## src/shared/smm_stop_clock_req_n_pkg.sv

```systemverilog
// package: states, synchroniser depth and request encodings for the
// sideband control block
// assumes: a single core clock, synchronous active-low reset
package smm_stop_clock_req_n_pkg;

  // stages of the input synchroniser
  localparam int SYNC_STAGES = 2;

  // acknowledge transaction codes toward the bus unit
  localparam logic [1:0] ACK_NONE    = 2'h0;
  localparam logic [1:0] ACK_SMM     = 2'h1;
  localparam logic [1:0] ACK_STPGNT  = 2'h2;

  // control states
  typedef enum logic [2:0] {
    ST_RUN      = 3'h0,
    ST_SAVE     = 3'h1,
    ST_SMM_ACK  = 3'h2,
    ST_SMM      = 3'h3,
    ST_SG_ACK   = 3'h4,
    ST_STPGNT   = 3'h5,
    ST_SLEEP    = 3'h6
  } ctl_state_e;

endpackage

```

## src/core/sync_2ff.sv

```systemverilog
// two-stage synchroniser for one asynchronous level
// assumes: input comes from outside the core clock domain
`timescale 1ns/100ps
`default_nettype none
module sync_2ff
  import smm_stop_clock_req_n_pkg::*;
(
  // clock and reset
  input  wire logic core_clk,
  input  wire logic rstn,
  // async level in, synchronous level out
  input  wire logic async_in,
  output var  logic sync_out
);

  typedef struct packed {
    logic [SYNC_STAGES-1:0] chain;
  } sync_s;

  sync_s state_ff;
  sync_s nxt_state;

  always_comb
  begin
    nxt_state       = state_ff;
    // first stage is read only by the second
    nxt_state.chain = {state_ff.chain[SYNC_STAGES-2:0], async_in};
  end

  // reset to released level (inputs are active low)
  always_ff @(posedge core_clk)
  begin
    if (!rstn)
      state_ff <= '{chain: {SYNC_STAGES{1'b1}}};
    else
      state_ff <= nxt_state;
  end

  assign sync_out = state_ff.chain[SYNC_STAGES-1];

endmodule
`default_nettype wire

```

## src/core/smm_stop_clock_req_n_ctl.sv

```systemverilog
// sideband control: system management entry and stop-grant / sleep
// assumes: request pins driven asynchronously by chipset logic; bus unit
// accepts one acknowledge request per pulse; state save takes one handshake
`timescale 1ns/100ps
`default_nettype none
module smm_stop_clock_req_n_ctl
  import smm_stop_clock_req_n_pkg::*;
(
  // clock and reset
  input  wire logic       core_clk,
  input  wire logic       rstn,
  // asynchronous sideband pins
  input  wire logic       sys_mgmt_irq_n,
  input  wire logic       stop_clock_req_n,
  input  wire logic       sleep_req_n,
  // core handshakes
  input  wire logic       save_done,
  input  wire logic       rsm_exit,
  input  wire logic       ack_done,
  // core controls
  output var  logic       save_req,
  output var  logic       sys_mgmt_mode,
  output var  logic       handler_fetch,
  output var  logic       outputs_tristate,
  // acknowledge request to bus unit
  output var  logic       ack_req,
  output var  logic [1:0] ack_code,
  // clock gating
  output var  logic       core_clk_en,
  output var  logic       bus_clk_en,
  output var  logic       irq_ctrl_clk_en,
  output var  logic       snoop_en,
  output var  logic       pll_only
);

  // --------------------------------------------------------------
  // input synchronisers
  // --------------------------------------------------------------
  logic smi_s_n;
  logic stp_s_n;
  logic slp_s_n;

  sync_2ff u_sync_smi
  (
    .core_clk (core_clk),
    .rstn     (rstn),
    .async_in (sys_mgmt_irq_n),
    .sync_out (smi_s_n)
  );

  sync_2ff u_sync_stp
  (
    .core_clk (core_clk),
    .rstn     (rstn),
    .async_in (stop_clock_req_n),
    .sync_out (stp_s_n)
  );

  sync_2ff u_sync_slp
  (
    .core_clk (core_clk),
    .rstn     (rstn),
    .async_in (sleep_req_n),
    .sync_out (slp_s_n)
  );

  // --------------------------------------------------------------
  // state
  // --------------------------------------------------------------
  typedef struct packed {
    ctl_state_e st;
    logic       rst_seen;
    logic [1:0] settle;
    logic       tri_st;
    logic       smi_prev_n;
    logic       smi_pend;
    logic       save_req;
    logic       ack_req;
    logic [1:0] ack_code;
    logic       fetch;
    logic       mode;
    logic       core_en;
    logic       bus_en;
    logic       irq_en;
    logic       snoop;
    logic       pll_only;
  } ctl_s;

  localparam ctl_s CTL_RST = '{
    st: ST_RUN, rst_seen: 1'b0, settle: 2'h0, tri_st: 1'b0, smi_prev_n: 1'b1,
    smi_pend: 1'b0, save_req: 1'b0, ack_req: 1'b0, ack_code: ACK_NONE,
    fetch: 1'b0, mode: 1'b0, core_en: 1'b1, bus_en: 1'b1, irq_en: 1'b1,
    snoop: 1'b1, pll_only: 1'b0
  };

  localparam logic [1:0] SETTLE_LAST = 2'(SYNC_STAGES);

  ctl_s state_ff;
  ctl_s nxt_state;

  always_comb
  begin
    nxt_state            = state_ff;
    nxt_state.ack_req    = 1'b0;
    nxt_state.fetch      = 1'b0;
    nxt_state.smi_prev_n = smi_s_n;
    // chains leave reset at the released level; strap only once the
    // pin level seen at release has passed both stages
    if (!state_ff.rst_seen)
    begin
      if (state_ff.settle == SETTLE_LAST)
      begin
        nxt_state.rst_seen = 1'b1;
        nxt_state.tri_st   = !smi_s_n;
      end
      else
        nxt_state.settle = state_ff.settle + 2'h1;
    end
    case (state_ff.st)
      ST_RUN:
      begin
        // idle before the strap or once tristated; stop wins over irq
        if (state_ff.tri_st || !state_ff.rst_seen)
          nxt_state.st = ST_RUN;
        else if (!stp_s_n)
        begin
          nxt_state.st = ST_SG_ACK;
          nxt_state.ack_req  = 1'b1;
          nxt_state.ack_code = ACK_STPGNT;
        end
        else if (state_ff.smi_pend)
        begin
          nxt_state.st       = ST_SAVE;
          nxt_state.save_req = 1'b1;
          nxt_state.smi_pend = 1'b0;
        end
      end
      ST_SAVE:
      begin
        if (save_done)
        begin
          nxt_state.save_req = 1'b0;
          nxt_state.st       = ST_SMM_ACK;
          nxt_state.ack_req  = 1'b1;
          nxt_state.ack_code = ACK_SMM;
          nxt_state.mode     = 1'b1;
        end
      end
      ST_SMM_ACK:
      begin
        if (ack_done)
        begin
          nxt_state.st       = ST_SMM;
          nxt_state.fetch    = 1'b1;
          nxt_state.ack_code = ACK_NONE;
        end
      end
      ST_SMM:
      begin
        if (rsm_exit)
        begin
          nxt_state.st   = ST_RUN;
          nxt_state.mode = 1'b0;
        end
      end
      ST_SG_ACK:
      begin
        if (ack_done)
        begin
          nxt_state.st       = ST_STPGNT;
          nxt_state.ack_code = ACK_NONE;
          nxt_state.core_en  = 1'b0;
          nxt_state.snoop    = 1'b1;
        end
      end
      ST_STPGNT:
      begin
        if (stp_s_n)
        begin
          nxt_state.st      = ST_RUN;
          nxt_state.core_en = 1'b1;
        end
        else if (!slp_s_n)
        begin
          nxt_state.st       = ST_SLEEP;
          nxt_state.snoop    = 1'b0;
          nxt_state.pll_only = 1'b1;
          nxt_state.bus_en   = 1'b0;
          nxt_state.irq_en   = 1'b0;
        end
      end
      ST_SLEEP:
      begin
        if (slp_s_n)
        begin
          // back to stop-grant: bus side restarts, core stays gated
          nxt_state.st       = ST_STPGNT;
          nxt_state.snoop    = 1'b1;
          nxt_state.pll_only = 1'b0;
          nxt_state.bus_en   = 1'b1;
          nxt_state.irq_en   = 1'b1;
        end
      end
      default:
        nxt_state = CTL_RST;
    endcase
    // falling edge of irq latched as pending; a new edge wins over the clear
    if (state_ff.rst_seen && state_ff.smi_prev_n && !smi_s_n)
      nxt_state.smi_pend = 1'b1;
  end

  always_ff @(posedge core_clk)
  begin
    if (!rstn)
      state_ff <= CTL_RST;
    else
      state_ff <= nxt_state;
  end

  // --------------------------------------------------------------
  // outputs, all straight from flops
  // --------------------------------------------------------------
  assign save_req         = state_ff.save_req;
  assign sys_mgmt_mode    = state_ff.mode;
  assign handler_fetch    = state_ff.fetch;
  assign outputs_tristate = state_ff.tri_st;
  assign ack_req          = state_ff.ack_req;
  assign ack_code         = state_ff.ack_code;
  assign core_clk_en      = state_ff.core_en;
  assign bus_clk_en       = state_ff.bus_en;
  assign irq_ctrl_clk_en  = state_ff.irq_en;
  assign snoop_en         = state_ff.snoop;
  assign pll_only         = state_ff.pll_only;
endmodule
`default_nettype wire

```

## config.mk

```make
export PLATFORM = sky130hd
export DESIGN_NAME = smm_stop_clock_req_n_ctl
export DESIGN_NICKNAME = d
export VERILOG_FILES = /design/src/shared/smm_stop_clock_req_n_pkg.sv /design/src/core/sync_2ff.sv /design/src/core/smm_stop_clock_req_n_ctl.sv
export SDC_FILE = /design/constraint.sdc
export NUM_CORES = 1
export LEC_CHECK = 0
export BUFFER_PORTS_ARGS = -buffer_cell sky130_fd_sc_hd__buf_2
export CORE_MARGIN = 8
export CORE_UTILIZATION = 58
export DETAILED_ROUTE_END_ITERATION = 10
export PLACE_DENSITY = 0.8
export SLEW_MARGIN = 5
export SYNTH_ARGS = -nofsm -noshare
export SYNTH_HDL_FRONTEND = slang
export SYNTH_HIERARCHICAL = 1
export SYNTH_SLANG_ARGS = --single-unit
export TNS_END_PERCENT = 50
```

## constraint.sdc

```tcl
create_clock -name core_clk -period 2.75 [get_ports core_clk]
set_input_delay 0.1375 -clock core_clk [delete_from_list [all_inputs] [get_ports core_clk]]
set_output_delay 0.1375 -clock core_clk [all_outputs]
set_load 0.02 [all_outputs]
```

==> metrics.csv <==
stage;metric;value;unit
synth;number of synthesized flops with an enable pin;0;
global_route;global-route wire length before repair;3990;µm
clock_tree;PostCTS Resize Cnt;0;
hold_path;Worst Hold Class;in -> reg;
synth;Gate Count Post-Synth;138;
detailed_routing;Post-route DRC;0;
sta;period utilisation layout;73.3;%
clock_tree;CTS max path bufs;2;
clock_tree;Root Driver;clkbuf_4;
critical_path;crit path kind;reg -> reg;
flow_run;Max-Cap Viols;0;
run_status;status;complete, no violations;
power_and_ir_drop;P per Cell Area;733;nW/µm²
synth;#FFs+latches synth;25;
critical_path;CP max-delay cell;dfxtp_1;
hold_path;Hold Path Stages;3;
sta;worst-case clock skew;0.00629;ns
sta;Pins Over Slew Limit;0;
synth;sequential share of the synthesized area;42.2;%
detailed_routing;Iter 0 DRT Violations;22;
synth;net count after synthesis;147;
global_route;Total Routing Usage GR;13.5;%
synth;ys flop type;dfxtp_1;
clock_tree;TritonCTS buffer count;3;
synth;cell area after synthesis;1180;µm²
power_and_ir_drop;Peak VDD IR;0.000496;V
detailed_routing;Vias/cell;5.49;
final_layout;commonest non-fill, non-tap cell in the layout;dfxtp_1;
synth;Ys Warns;6;
floorplan;Die H;61.2;µm
critical_path;WP data required;3.00;ns
global_route;antenna violations before repair;0;
global_route;vias in the first global route;895;
clock_tree;CTS tree;yes;
detailed_routing;DRT Pass-1 Iters;4;
placement;IO buf count;19;
synth;most area-consuming cells after synthesis;dfxtp_1, o21ai_0, nand2_1, nand2b_1, nor2_1;
sta;RSZ-0062 raised after global routing;no;
placement;Detail Placement HPWL;1550;µm
final_layout;commonest cells after routing, fill and taps aside;dfxtp_1, buf_2, nand2_1;
clock_tree;Clock Sinks;25;
global_route;total gr overflow;0;
critical_path;Worst setup EP type;flip-flop;
synth;Synth top area share;42.2;%
final_layout;Design Area, Final;1310;µm²
critical_path;worst reg2reg setup slack;0.73;ns
placement;gpl congestion;0.863;
final_layout;antenna diode count;0;
sta;Hold Fails Final Rpt;0;
sta;final setup fails;0;
final_layout;Layout area overhead;10.8;%
sta;maximum clock rate;0.496;GHz
floorplan;Top-Level Pins;20;
detailed_routing;WL/cell;12.6;µm
critical_path;arrival time worst endpoint;2.27;ns
clock_tree;Clock transition at path regs;0.14;ns
floorplan;Initial Util;61.0;%
detailed_routing;antenna violation net count after detailed routing;0;
detailed_routing;via count;989;
floorplan;Core Box Area;1940;µm²
placement;Placed Instance Area;1250;µm²
detailed_routing;DRT Wirelength;2260;µm
critical_path;Worst Reg-to-Reg Cells;4;
critical_path;CP max stage delay;0.79;ns
sta;Max-slew headroom;54.4;%
synth;Yosys top cell by area;dfxtp_1;
synth;synth unique cells;40;
critical_path;crit-path cells;nand2b_1 -> or4b_1 -> nand4_1 -> mux2i_1;
critical_path;worst-path fanout max;24;
power_and_ir_drop;Leakage;0.000515;µW
global_route;largest net degree at the start of global routing;25;
synth;Async S/R FF share, synth;0;%
final_layout;share of layout cells above drive strength 1;20.3;%
clock_tree;clk_lat worst skew;0.31;ns
final_layout;fin nets;163;
critical_path;crit start category;flip-flop;
clock_tree;H-tree levels;1;
sta;Post-Route Setup TNS;0;ns
floorplan;DIE AREA;3750;µm²
sta;minimum clock period;2.02;ns
synth;syn_area_per_cell;8.59;µm²
sta;Worst Tran Pin Value;0.683;ns
floorplan;Rows;16;
floorplan;DIE WIDTH;61.2;µm
## worst paths after layout
| path | startpoint | endpoint |
|---|---|---|
| min reg2reg | u_sync_slp/state_ff[0] | u_sync_slp/state_ff[1] |
| min | ack_done | handler_fetch |
| max | state_ff[17] | state_ff[17] |
| max reg2reg | state_ff[17] | state_ff[17] |
## where the power goes
part / switching, µW / total (µW) / leakage (µW) / internal, µW
Sequential: 86.6 / 499 / 0.000204 / 412
Clock: 108 / 163 / 0.0000139 / 55.5
Combinational: 150 / 301 / 0.000297 / 151
Total: 344 / 962 / 0.000515 / 618
## critical path, delay by kind of cell, from the launching register on
kind,cells,cell delay (ns)
simple gates,3,0.97
mux,1,0.20
flops,1,0.79
## stage by stage
stage | std cells | util, % | hold WS, ns | worst slack [ns] | total power, µW
after global placement | 173 | 64.5 | 0.317 | 0.878 | 791
after floorplan | 138 | - | 0.211 | 1.24 | 745
after global routing | 180 | 67.6 | 0.115 | 0.600 | 1040
final | 180 | 67.6 | 0.110 | 0.734 | 962
after detailed placement | 173 | 64.5 | 0.324 | 0.786 | 801
after CTS | 180 | 67.6 | 0.0981 | 0.741 | 973
## repair_timing
item | 4_1_cts | 5_1_grt
buffers inserted | 0 | 0
hold buffers | 3 | 0
hold endpoints to repair | 3 | 0
## synthesized netlist by cell type (all sizes together) (2+ instances only)
| library cell | n |
|---|---|
| nor3 | 3 |
| a21oi | 3 |
| or3b | 3 |
| xnor2 | 3 |
| or2 | 2 |
| o22ai | 2 |
| nor3b | 4 |
| mux2i | 2 |
| and2 | 3 |
| nand2 | 14 |
| inv | 4 |
| buf | 6 |
| nand2b | 8 |
| nand3b | 4 |
| a211oi | 2 |
| o21ai | 12 |
| nor2b | 4 |
| a31oi | 3 |
| nor2 | 11 |
| clkbuf | 5 |
| dfxtp | 25 |
| o31ai | 2 |
## kinds of logic after synthesis
logic type	count (synthesis)	share of synthesized area, %
AND/OR/NAND/NOR	61	29.5
AO/OA/AOI/OAI	31	16.9
flip-flops	25	42.2
buffers and inverters	15	6.44
XOR/XNOR	3	2.22
multiplexers	2	1.69
adder cells (fa/ha/maj)	1	1.06
## registers in the layout (all words and copies together) (netlist names)
name,flops
snoop_en,1
u_sync_stp/state_ff,2
pll_only,1
outputs_tristate,1
u_sync_smi/state_ff,2
handler_fetch,1
ack_code,2
ack_req,1
save_req,1
sys_mgmt_mode,1
bus_clk_en,1
state_ff,8
core_clk_en,1
u_sync_slp/state_ff,2
## layout make-up
| cell class | count | area, µm² |
|---|---|---|
| fillers | 175 | 629 |
| multi-input cells | 98 | 608 |
| flip-flops and latches | 25 | 500 |
| repair buffers | 22 | 125 |
| well taps | 27 | 33.8 |
| clock buffers | 3 | 22.5 |
| inverters | 4 | 15.0 |
| clock inverters | 1 | 7.51 |
## metal layers
layer	part of all wire, %	vias up	GRT usage (%)
met5	0	-	0
met4	0.57	0	4.98
met3	7.4	2	3.13
met2	44	33	21.2
met1	48	447	17.5
li1	-	507	-
Note: power is estimated with default switching activity, not from simulation.
